--- config.mk ---
export PLATFORM = sky130hd
export DESIGN_NAME = btx_transceiver
export DESIGN_NICKNAME = d
export VERILOG_FILES = /design/src/rtl/btx_pkg.sv /design/src/rtl/btx_transceiver.sv
export SDC_FILE = /design/constraint.sdc
export NUM_CORES = 1
export LEC_CHECK = 0
export ABC_AREA = 0
export BUFFER_PORTS_ARGS = -buffer_cell sky130_fd_sc_hd__buf_2
export CAP_MARGIN = 20
export CORE_AREA = 4 4 229 164
export DETAILED_ROUTE_END_ITERATION = 8
export DIE_AREA = 0 0 233 168
export PLACE_DENSITY_LB_ADDON = 0.1
export SLEW_MARGIN = 5
export SYNTH_ARGS = -nofsm -noshare
export SYNTH_HDL_FRONTEND = slang
export SYNTH_SLANG_ARGS = --single-unit
--- constraint.sdc ---
create_clock -name MCLK_IN -period 3.8 [get_ports MCLK_IN]
set_input_delay 0.19 -clock MCLK_IN [delete_from_list [all_inputs] [get_ports MCLK_IN]]
set_output_delay 0.19 -clock MCLK_IN [all_outputs]
set_load 0.05 [all_outputs]
--- src/rtl/btx_pkg.sv ---
// shared constants and types for the bidirectional latch/register transceiver
// assumes one 50 MHz clock and a plain strobe register port
package btx_pkg;

  // ****************************************************
  // widths and timing
  // ****************************************************
  localparam int DATA_W = 18;
  localparam int LOG_DEPTH = 8;
  localparam int ADDR_W = 8;
  localparam int REG_W = 32;
  localparam int CLK_PERIOD_NS = 20;

  // ****************************************************
  // direction indices
  // ****************************************************
  localparam int DIR_AB = 0;
  localparam int DIR_BA = 1;
  localparam int DIR_N = 2;

  // ****************************************************
  // register offsets (byte addresses)
  // ****************************************************
  localparam logic [ADDR_W-1:0] OFS_CTRL = 8'h00;
  localparam logic [ADDR_W-1:0] OFS_STATUS = 8'h04;
  localparam logic [ADDR_W-1:0] OFS_HELD_AB = 8'h08;
  localparam logic [ADDR_W-1:0] OFS_HELD_BA = 8'h0c;
  localparam logic [ADDR_W-1:0] OFS_LOG = 8'h10;

  // ****************************************************
  // field positions and reset values
  // ****************************************************
  localparam int CTRL_GUARD_BIT = 0;
  localparam int STAT_CONTEND_BIT = 0;
  localparam int STAT_LOG_NE_BIT = 1;
  localparam int STAT_LOG_FULL_BIT = 2;
  localparam int STAT_OVERFLOW_BIT = 3;
  localparam int LOG_VALID_BIT = 31;
  localparam logic CTRL_GUARD_RESET = 1'b1;
  localparam logic [DATA_W-1:0] HELD_RESET = 18'h00000;
  localparam logic CLK_PREV_RESET = 1'b1;
  localparam logic OE_N_RESET = 1'b1;

  // per-direction control pins
  typedef struct packed {
    logic output_enable;
    logic latch_enable;
    logic capture_clock;
  } btx_dir_ctrl_s;

  // one register port request
  typedef struct packed {
    logic [ADDR_W-1:0] addr;
    logic [REG_W-1:0] wdata;
    logic wr;
    logic rd;
  } btx_bus_req_s;

endpackage : btx_pkg

--- src/rtl/btx_transceiver.sv ---
// bidirectional 18-bit latch/register transceiver with capture log
// assumes all pins synchronous to MCLK_IN; the far party avoids contention
//
// Summary of operation
// eighteen bits each way, per-direction controls
// latch enable high passes A to B
// latch enable low, steady clock: hold
// clock rising with latch low captures A
// B driven only while enable high
// enable low floats every B output
// B to A behaves the same way
// B to A enable is active low
// latch falls with clock high: keep level
// latch low, clock low: keep level
// never enable both directions at once; with the CTRL guard bit cleared the code drives both
`timescale 1ns/1ps

// ****************************************************
// fifo used as the capture log
// ****************************************************
module btx_fifo #(
  parameter int WIDTH = 18,
  parameter int DEPTH = 8
) (
  // clock and reset
  input wire logic clk_in,
  input wire logic rst_in,
  // filling side
  input wire logic in_valid_in,
  output logic in_ready_out,
  input wire logic [WIDTH-1:0] in_data_in,
  // draining side
  output logic out_valid_out,
  input wire logic out_ready_in,
  output logic [WIDTH-1:0] out_data_out
);
  localparam int AW = (DEPTH > 1) ? $clog2(DEPTH) : 1;
  localparam logic [AW-1:0] LAST = AW'(DEPTH - 1);
  localparam logic [AW:0] FULL = (AW + 1)'(DEPTH);

  logic [WIDTH-1:0] mem [DEPTH];
  logic [AW-1:0] wr_ptr;
  logic [AW-1:0] rd_ptr;
  logic [AW:0] count;
  logic [AW-1:0] next_wr_ptr;
  logic [AW-1:0] next_rd_ptr;
  logic [AW:0] next_count;
  logic push;
  logic pop;

  // handshake flags straight from the fill count
  assign in_ready_out = (count != FULL);
  assign out_valid_out = (count != '0);
  assign out_data_out = mem[rd_ptr];
  assign push = in_valid_in & in_ready_out;
  assign pop = out_valid_out & out_ready_in;

  // pointer and count update
  always_comb
  begin
    next_wr_ptr = wr_ptr;
    next_rd_ptr = rd_ptr;
    next_count = count;
    if (push)
    begin
      next_wr_ptr = (wr_ptr == LAST) ? '0 : wr_ptr + 1'b1;
    end
    if (pop)
    begin
      next_rd_ptr = (rd_ptr == LAST) ? '0 : rd_ptr + 1'b1;
    end
    if (push && !pop)
    begin
      next_count = count + 1'b1;
    end
    else if (pop && !push)
    begin
      next_count = count - 1'b1;
    end
  end

  // pointer registers
  always_ff @(posedge clk_in)
  begin
    if (rst_in)
    begin
      wr_ptr <= '0;
      rd_ptr <= '0;
      count <= '0;
    end
    else
    begin
      wr_ptr <= next_wr_ptr;
      rd_ptr <= next_rd_ptr;
      count <= next_count;
    end
  end

  // storage, written only on an accepted push
  always_ff @(posedge clk_in)
  begin
    if (push)
    begin
      mem[wr_ptr] <= in_data_in;
    end
  end
endmodule : btx_fifo

// ****************************************************
// transceiver top
// ****************************************************
module btx_transceiver #(
  parameter int DATA_W = btx_pkg::DATA_W,
  parameter int LOG_DEPTH = btx_pkg::LOG_DEPTH
) (
  // clock and reset
  input wire logic MCLK_IN,
  input wire logic RST_IN,
  // port A pins
  input wire logic [DATA_W-1:0] A_IN,
  output logic [DATA_W-1:0] A_OUT,
  output logic [DATA_W-1:0] A_OE_N_OUT,
  // port B pins
  input wire logic [DATA_W-1:0] B_IN,
  output logic [DATA_W-1:0] B_OUT,
  output logic [DATA_W-1:0] B_OE_N_OUT,
  // A to B controls
  input wire logic A_TO_B_OUTPUT_ENABLE_IN,
  input wire logic A_TO_B_LATCH_ENABLE_IN,
  input wire logic A_TO_B_CAPTURE_CLOCK_IN,
  // B to A controls
  input wire logic B_TO_A_OUTPUT_ENABLE_N_IN,
  input wire logic B_TO_A_LATCH_ENABLE_IN,
  input wire logic B_TO_A_CAPTURE_CLOCK_IN,
  // register port
  input wire logic [btx_pkg::ADDR_W-1:0] REG_ADDR_IN,
  input wire logic [btx_pkg::REG_W-1:0] REG_WDATA_IN,
  input wire logic REG_WR_IN,
  input wire logic REG_RD_IN,
  output logic [btx_pkg::REG_W-1:0] REG_RDATA_OUT,
  // capture log back-pressure
  output logic LOG_READY_OUT
);
  btx_pkg::btx_dir_ctrl_s ctl [btx_pkg::DIR_N];
  btx_pkg::btx_bus_req_s req;
  logic [DATA_W-1:0] src [btx_pkg::DIR_N];
  logic [DATA_W-1:0] held [btx_pkg::DIR_N];
  logic [DATA_W-1:0] next_held [btx_pkg::DIR_N];
  logic clk_prev [btx_pkg::DIR_N];
  logic next_clk_prev [btx_pkg::DIR_N];
  logic capture [btx_pkg::DIR_N];
  logic guard;
  logic next_guard;
  logic contend;
  logic next_contend;
  logic overflow;
  logic next_overflow;
  logic [btx_pkg::REG_W-1:0] rdata;
  logic [btx_pkg::REG_W-1:0] next_rdata;
  logic a_oe_n;
  logic b_oe_n;
  logic next_a_oe_n;
  logic next_b_oe_n;
  logic drive_ab;
  logic drive_ba;
  logic log_valid;
  logic log_pop;
  logic [DATA_W-1:0] log_data;

  // gather pins into per-direction bundles
  assign ctl[btx_pkg::DIR_AB] = '{output_enable: A_TO_B_OUTPUT_ENABLE_IN,
    latch_enable: A_TO_B_LATCH_ENABLE_IN,
    capture_clock: A_TO_B_CAPTURE_CLOCK_IN};
  assign ctl[btx_pkg::DIR_BA] = '{output_enable: ~B_TO_A_OUTPUT_ENABLE_N_IN,
    latch_enable: B_TO_A_LATCH_ENABLE_IN,
    capture_clock: B_TO_A_CAPTURE_CLOCK_IN};
  assign src[btx_pkg::DIR_AB] = A_IN;
  assign src[btx_pkg::DIR_BA] = B_IN;
  assign req = '{addr: REG_ADDR_IN, wdata: REG_WDATA_IN,
    wr: REG_WR_IN, rd: REG_RD_IN};

  // ****************************************************
  // per-direction storage element
  // ****************************************************
  for (genvar d = 0; d < btx_pkg::DIR_N; d++)
  begin : g_dir
    // transparent, latched or edge-captured next value
    always_comb
    begin
      next_clk_prev[d] = ctl[d].capture_clock;
      capture[d] = ctl[d].capture_clock & ~clk_prev[d]
        & ~ctl[d].latch_enable;
      if (ctl[d].latch_enable)
      begin
        next_held[d] = src[d];
      end
      else if (capture[d])
      begin
        next_held[d] = src[d];
      end
      else
      begin
        next_held[d] = held[d];
      end
    end

    // storage and clock history registers
    always_ff @(posedge MCLK_IN)
    begin
      if (RST_IN)
      begin
        held[d] <= btx_pkg::HELD_RESET;
        clk_prev[d] <= btx_pkg::CLK_PREV_RESET;
      end
      else
      begin
        held[d] <= next_held[d];
        clk_prev[d] <= next_clk_prev[d];
      end
    end
  end

  // ****************************************************
  // output drivers
  // ****************************************************
  // guard keeps A from being driven whenever the A to B enable is high, even if A was driven first
  assign drive_ab = ctl[btx_pkg::DIR_AB].output_enable;
  assign drive_ba = ctl[btx_pkg::DIR_BA].output_enable
    & ~(guard & drive_ab);

  // enables registered so they line up with the stored data
  always_comb
  begin
    next_b_oe_n = ~drive_ab;
    next_a_oe_n = ~drive_ba;
  end

  always_ff @(posedge MCLK_IN)
  begin
    if (RST_IN)
    begin
      a_oe_n <= btx_pkg::OE_N_RESET;
      b_oe_n <= btx_pkg::OE_N_RESET;
    end
    else
    begin
      a_oe_n <= next_a_oe_n;
      b_oe_n <= next_b_oe_n;
    end
  end

  // all bits of a direction share one enable
  assign B_OUT = held[btx_pkg::DIR_AB];
  assign A_OUT = held[btx_pkg::DIR_BA];
  assign B_OE_N_OUT = {DATA_W{b_oe_n}};
  assign A_OE_N_OUT = {DATA_W{a_oe_n}};

  // ****************************************************
  // capture log of A to B clock edges
  // ****************************************************
  btx_fifo #(
    .WIDTH(DATA_W),
    .DEPTH(LOG_DEPTH)
  ) u_log (
    .clk_in(MCLK_IN),
    .rst_in(RST_IN),
    .in_valid_in(capture[btx_pkg::DIR_AB]),
    .in_ready_out(LOG_READY_OUT),
    .in_data_in(A_IN),
    .out_valid_out(log_valid),
    .out_ready_in(log_pop),
    .out_data_out(log_data)
  );

  // a read of the log register pops one word
  assign log_pop = req.rd & (req.addr == btx_pkg::OFS_LOG);

  // ****************************************************
  // register file
  // ****************************************************
  // control, sticky flags and read data; a new event beats a clear
  always_comb
  begin
    next_guard = guard;
    next_contend = contend;
    next_overflow = overflow;
    next_rdata = '0;
    if (req.wr && req.addr == btx_pkg::OFS_CTRL)
    begin
      next_guard = req.wdata[btx_pkg::CTRL_GUARD_BIT];
    end
    if (req.wr && req.addr == btx_pkg::OFS_STATUS)
    begin
      if (req.wdata[btx_pkg::STAT_CONTEND_BIT])
      begin
        next_contend = 1'b0;
      end
      if (req.wdata[btx_pkg::STAT_OVERFLOW_BIT])
      begin
        next_overflow = 1'b0;
      end
    end
    if (drive_ab && ctl[btx_pkg::DIR_BA].output_enable)
    begin
      next_contend = 1'b1;
    end
    if (capture[btx_pkg::DIR_AB] && !LOG_READY_OUT)
    begin
      next_overflow = 1'b1;
    end
    if (req.rd)
    begin
      unique case (req.addr)
        btx_pkg::OFS_CTRL:
        begin
          next_rdata[btx_pkg::CTRL_GUARD_BIT] = guard;
        end
        btx_pkg::OFS_STATUS:
        begin
          next_rdata[btx_pkg::STAT_CONTEND_BIT] = contend;
          next_rdata[btx_pkg::STAT_LOG_NE_BIT] = log_valid;
          next_rdata[btx_pkg::STAT_LOG_FULL_BIT] = ~LOG_READY_OUT;
          next_rdata[btx_pkg::STAT_OVERFLOW_BIT] = overflow;
        end
        btx_pkg::OFS_HELD_AB:
        begin
          next_rdata[DATA_W-1:0] = held[btx_pkg::DIR_AB];
        end
        btx_pkg::OFS_HELD_BA:
        begin
          next_rdata[DATA_W-1:0] = held[btx_pkg::DIR_BA];
        end
        btx_pkg::OFS_LOG:
        begin
          next_rdata[btx_pkg::LOG_VALID_BIT] = log_valid;
          next_rdata[DATA_W-1:0] = log_valid ? log_data : '0;
        end
        default:
        begin
          next_rdata = '0; // unmapped reads as zero
        end
      endcase
    end
  end

  always_ff @(posedge MCLK_IN)
  begin
    if (RST_IN)
    begin
      guard <= btx_pkg::CTRL_GUARD_RESET;
      contend <= 1'b0;
      overflow <= 1'b0;
      rdata <= '0;
    end
    else
    begin
      guard <= next_guard;
      contend <= next_contend;
      overflow <= next_overflow;
      rdata <= next_rdata;
    end
  end

  assign REG_RDATA_OUT = rdata;
endmodule : btx_transceiver

==> impl_metrics.xml <==
<?xml version="1.0" encoding="UTF-8"?>
<metrics>
  <group name="layout">
    <metric name="antenna_cells_inserted" unit="">0</metric>
    <metric name="area_growth_syn_to_layout" unit="%">25.32</metric>
    <metric name="drive_gt1_share" unit="%">31.75</metric>
    <metric name="finish.net_count" unit="">859</metric>
    <metric name="layout.core_utilization" unit="%">30.87</metric>
    <metric name="fin_cells" unit="">1261</metric>
  </group>
  <group name="setup_path">
    <metric name="max_fanout_on_critical_path" unit="">9</metric>
    <metric name="critPathArrivalTime" unit="ns">3.49</metric>
    <metric name="crit_chain" unit="">nor4b_1 -&gt; inv_1 -&gt; nand2_1 -&gt; inv_1 -&gt; ha_1 -&gt; inv_1 -&gt; ha_1 -&gt; a21oi_1 -&gt; a211oi_1 -&gt; a31oi_1 -&gt; mux2_2</metric>
    <metric name="startpoint_type" unit="">register</metric>
    <metric name="regToRegStartpoint" unit="">u_log.count[0]$_SDFFE_PP0P_</metric>
    <metric name="r2r.worst_path.cells" unit="">11</metric>
    <metric name="cpLargestDelayFamily" unit="">simple AND/OR/NAND/NOR gates</metric>
    <metric name="worst_setup_path_end_kind" unit="">register</metric>
    <metric name="worst_path_max_delay_cell" unit="">sky130_fd_sc_hd__nor4b_1</metric>
    <metric name="worstPathRequired" unit="ns">4.20</metric>
    <metric name="critPathLaunch" unit="">u_log.count[0]$_SDFFE_PP0P_</metric>
    <metric name="crit_type" unit="">register to register</metric>
    <metric name="critical_path.n_buffers_inverters" unit="">3</metric>
    <metric name="critical_path.max_stage_delay" unit="ns">0.55</metric>
    <metric name="timing.critical_path.depth" unit="">11</metric>
    <metric name="worst_path_most_repeated_cell" unit="">sky130_fd_sc_hd__inv_1</metric>
  </group>
  <group name="drt">
    <metric name="post-route-drc-count" unit="">0</metric>
    <metric name="drt_pre_antenna_iters" unit="">5</metric>
    <metric name="avgRoutedWirePerCell" unit="um">19.08</metric>
    <metric name="routed_via_density" unit="">4.236</metric>
    <metric name="routed-via-count" unit="">5342</metric>
    <metric name="antenna_violating_nets_post_route" unit="">0</metric>
    <metric name="drt-total-wl" unit="mm">24.06</metric>
    <metric name="drtIter0Drc" unit="">281</metric>
  </group>
  <group name="grt">
    <metric name="grt_max_degree" unit="">58</metric>
    <metric name="met1_usage_in_global_routing" unit="%">16.82</metric>
    <metric name="grt_most_used_layer" unit="">met2</metric>
    <metric name="globalRouteMet2Util" unit="%">20.00</metric>
    <metric name="grt_pass1_wl" unit="mm">35.91</metric>
    <metric name="global_route.overflow_total" unit="">0</metric>
    <metric name="grt.met3_usage" unit="%">2.588</metric>
    <metric name="number_of_antenna_violations_at_the_first_check_in_global_routing" unit="">0</metric>
    <metric name="groute.usage.overall" unit="%">12.11</metric>
    <metric name="first_global_vias" unit="">5621</metric>
  </group>
  <group name="yosys">
    <metric name="synth-warning-count" unit="">0</metric>
    <metric name="synth.distinct_cells" unit="">42</metric>
    <metric name="async_reset_ff_share" unit="%">0</metric>
    <metric name="synth.avg_cell_area" unit="um^2">14.56</metric>
    <metric name="postSynthRegisterBits" unit="">219</metric>
    <metric name="synth_top_flop_cell" unit="">sky130_fd_sc_hd__edfxtp_1</metric>
    <metric name="mappedNetlistArea" unit="mm^2">0.008723</metric>
    <metric name="synth_cells" unit="">599</metric>
    <metric name="yosysSeqAreaShare" unit="%">66.78</metric>
    <metric name="synth_enable_flop_cells" unit="">144</metric>
  </group>
  <group name="power_and_ir_drop">
    <metric name="p_total" unit="mW">5.166</metric>
    <metric name="static-leakage-power" unit="nW">3.940</metric>
    <metric name="worst_ir_drop_on_vdd" unit="mV">0.2393</metric>
    <metric name="powerDensity" unit="mW/mm^2">472.5</metric>
  </group>
  <group name="sta">
    <metric name="timing.hold.ws" unit="ns">0.02083</metric>
    <metric name="timing.fmax" unit="MHz">323.6</metric>
    <metric name="setup_violations" unit="">0</metric>
    <metric name="rsz_0062_raised_after_global_routing" unit="">no</metric>
    <metric name="final-hold-violation-count" unit="">0</metric>
    <metric name="tightest_slew" unit="ns">1.004</metric>
    <metric name="worst_clock_skew" unit="ns">0.01818</metric>
    <metric name="layout_worst_path_cycle_share" unit="%">81.32</metric>
    <metric name="final_max_slew_viol_count" unit="">0</metric>
    <metric name="totalNegativeSetupSlack" unit="ns">0</metric>
    <metric name="finalCriticalPeriod" unit="ns">3.090</metric>
    <metric name="worst_slew_margin_rel" unit="%">32.85</metric>
  </group>
  <group name="status">
    <metric name="outcome" unit="">finished, final reports clean</metric>
  </group>
  <group name="clock_tree">
    <metric name="cts-root-to-sink-buffers" unit="">3</metric>
    <metric name="numCtsBuffers" unit="">23</metric>
    <metric name="clk_lat_worst_skew" unit="ns">0.51</metric>
    <metric name="numClockSinks" unit="">219</metric>
    <metric name="hold_buffers_post_cts" unit="">41</metric>
    <metric name="clockRootBuffer" unit="">sky130_fd_sc_hd__clkbuf_16</metric>
    <metric name="cts_tree" unit="">yes</metric>
    <metric name="cts_repair_resize_count" unit="">0</metric>
    <metric name="clk_pin_slew_worst_paths" unit="ns">0.06</metric>
    <metric name="post-cts-setup-buffer-count" unit="">0</metric>
    <metric name="htree_num_levels" unit="">1</metric>
  </group>
  <group name="flow_run">
    <metric name="max_cap_viol_count" unit="">0</metric>
  </group>
  <group name="floorplanning">
    <metric name="die-area" unit="mm^2">0.03914</metric>
    <metric name="rows" unit="">58</metric>
    <metric name="core_region_area" unit="mm^2">0.03541</metric>
    <metric name="ios" unit="">191</metric>
    <metric name="floorplan.die.width" unit="um">233</metric>
    <metric name="die_height" unit="um">168</metric>
    <metric name="initial_utilization" unit="%">24.63</metric>
  </group>
  <group name="min_path">
    <metric name="hold_class" unit="">input port to register</metric>
    <metric name="worstHoldStart" unit="">RST_IN</metric>
    <metric name="worstHoldPathCells" unit="">2</metric>
  </group>
  <group name="placement">
    <metric name="post-place-cells" unit="">1178</metric>
    <metric name="detailed_place_hpwl" unit="mm">15.98</metric>
    <metric name="globalplace.congestion" unit="">0.7352</metric>
    <metric name="portBuffers" unit="">147</metric>
  </group>
</metrics>
## cells in the final DEF, fill, tap and decap left out, types with 3 or more instances in the layout
cell type                       instances
sky130_fd_sc_hd__clkbuf_16             23
sky130_fd_sc_hd__o2bb2ai_1              3
sky130_fd_sc_hd__a21oi_1               48
sky130_fd_sc_hd__dfxtp_1               73
sky130_fd_sc_hd__conb_1                13
sky130_fd_sc_hd__clkinv_2               4
sky130_fd_sc_hd__mux4_2                37
sky130_fd_sc_hd__buf_4                 17
sky130_fd_sc_hd__inv_1                  7
sky130_fd_sc_hd__nand2b_1               5
sky130_fd_sc_hd__edfxtp_1             144
sky130_fd_sc_hd__o22ai_1               14
sky130_fd_sc_hd__nand2_1               87
sky130_fd_sc_hd__nor3_2                 5
sky130_fd_sc_hd__nand3_1                3
sky130_fd_sc_hd__clkbuf_8               3
sky130_fd_sc_hd__buf_2                147
sky130_fd_sc_hd__clkbuf_1               8
sky130_fd_sc_hd__o21ai_0                7
sky130_fd_sc_hd__ha_1                   7
sky130_fd_sc_hd__nand4b_1               3
sky130_fd_sc_hd__mux2i_1               36
sky130_fd_sc_hd__dlygate4sd3_1         41
sky130_fd_sc_hd__nor2_1                10
## power breakdown
group / internal (mW) / leakage, nW / switching [mW]
sequential: 2.57 / 1.91 / 0.0291
combinational: 0.122 / 1.68 / 0.309
clock: 1.24 / 0.347 / 0.898
## state kept, by name, summed over array words and instances (netlist names), named ones only
register       cells
held              36
overflow           1
u_log.wr_ptr       3
u_log.rd_ptr       3
u_log.mem        144
u_log.count        4
b_oe_n             1
REG_RDATA_OUT     19
clk_prev           2
contend            1
a_oe_n             1
guard              1
## cells in the mapped netlist (2+ instances only)
master | n | share of area, %
sky130_fd_sc_hd__o21ai_0 | 7 | 0.40
sky130_fd_sc_hd__a31oi_1 | 2 | 0.14
sky130_fd_sc_hd__dfxtp_1 | 75 | 17
sky130_fd_sc_hd__a211oi_1 | 2 | 0.17
sky130_fd_sc_hd__a21oi_1 | 48 | 2.8
sky130_fd_sc_hd__buf_1 | 3 | 0.13
sky130_fd_sc_hd__nor2_1 | 10 | 0.43
sky130_fd_sc_hd__buf_2 | 6 | 0.34
sky130_fd_sc_hd__ha_1 | 7 | 1.0
sky130_fd_sc_hd__o41ai_1 | 2 | 0.20
sky130_fd_sc_hd__nand4b_1 | 3 | 0.30
sky130_fd_sc_hd__or2_2 | 2 | 0.14
sky130_fd_sc_hd__buf_4 | 49 | 4.2
sky130_fd_sc_hd__a21o_1 | 2 | 0.17
sky130_fd_sc_hd__inv_1 | 7 | 0.30
sky130_fd_sc_hd__mux4_2 | 37 | 9.6
sky130_fd_sc_hd__nand3_1 | 3 | 0.17
sky130_fd_sc_hd__nand2_1 | 87 | 3.7
sky130_fd_sc_hd__edfxtp_1 | 144 | 50
sky130_fd_sc_hd__nor3_1 | 4 | 0.23
sky130_fd_sc_hd__nor3b_1 | 2 | 0.17
sky130_fd_sc_hd__or4_1 | 2 | 0.17
sky130_fd_sc_hd__nand2b_1 | 5 | 0.36
sky130_fd_sc_hd__clkbuf_1 | 20 | 0.86
sky130_fd_sc_hd__or4_4 | 2 | 0.26
sky130_fd_sc_hd__nor2b_1 | 2 | 0.14
sky130_fd_sc_hd__o2bb2ai_1 | 3 | 0.30
sky130_fd_sc_hd__mux2i_1 | 36 | 4.1
sky130_fd_sc_hd__o22ai_1 | 14 | 1.0
## stage by stage
| stage | cell area, um^2 | worst slack (ns) |
|---|---|---|
| final | 10930 | 0.7100 |
| after global routing | 10930 | 0.4443 |
| after CTS | 10910 | 0.6801 |
| after detailed placement | 9797 | 0.6842 |
| after global placement | 9797 | 0.7070 |
| after floorplan | 8768 | 0.4804 |
## cell families after synthesis
| kind of cell | after synthesis | synth area share (%) |
|---|---|---|
| DFF | 219 | 66.78 |
| and+or+nand+nor | 129 | 6.827 |
| buffers and inverters | 85 | 5.852 |
| AOI/OAI and AO/OA | 81 | 5.249 |
| muxes | 74 | 13.81 |
| adders and majority gates | 8 | 1.233 |
| xor gates and xnor gates | 2 | 0.2008 |
| other | 1 | 0.04299 |
## area by class of cell
type / count / area [um^2]
clock buffers: 34 / 646.9
inverters: 7 / 26.28
well taps: 480 / 600.6
clock inverters: 7 / 57.56
repair buffers: 207 / 1314
flip-flops and latches: 219 / 5828
fillers: 3619 / 24480
multi-input cells: 307 / 2459
## layer usage
| metal | up-vias | part of all wire (%) |
|---|---|---|
| met2 | 85 | 49 |
| met4 | 0 | 1.3 |
| met3 | 24 | 3.5 |
| met5 | - | 0 |
| li1 | 2509 | - |
| met1 | 2724 | 46 |
## worst register-to-register path, stage by stage (launching register included)
cell                       delay (ns)
sky130_fd_sc_hd__dfxtp_1         0.36
sky130_fd_sc_hd__nor4b_1         0.55
sky130_fd_sc_hd__inv_1           0.14
sky130_fd_sc_hd__nand2_1         0.32
sky130_fd_sc_hd__inv_1           0.17
sky130_fd_sc_hd__ha_1            0.22
sky130_fd_sc_hd__inv_1           0.15
sky130_fd_sc_hd__ha_1            0.29
sky130_fd_sc_hd__a21oi_1         0.18
sky130_fd_sc_hd__a211oi_1        0.09
sky130_fd_sc_hd__a31oi_1         0.17
sky130_fd_sc_hd__mux2_2          0.35
## path summary, 6_finish.rpt
check	slack (ns)	to
setup / recovery	0.71	u_log.count[3]$_SDFFE_PP0P_
hold / removal	0.02	overflow$_SDFFE_PP0P_
setup reg to reg	0.71	u_log.count[3]$_SDFFE_PP0P_
hold reg to reg	0.47	held[0][4]$_SDFFE_PP0P_
Power figures use the tool's default switching activity.
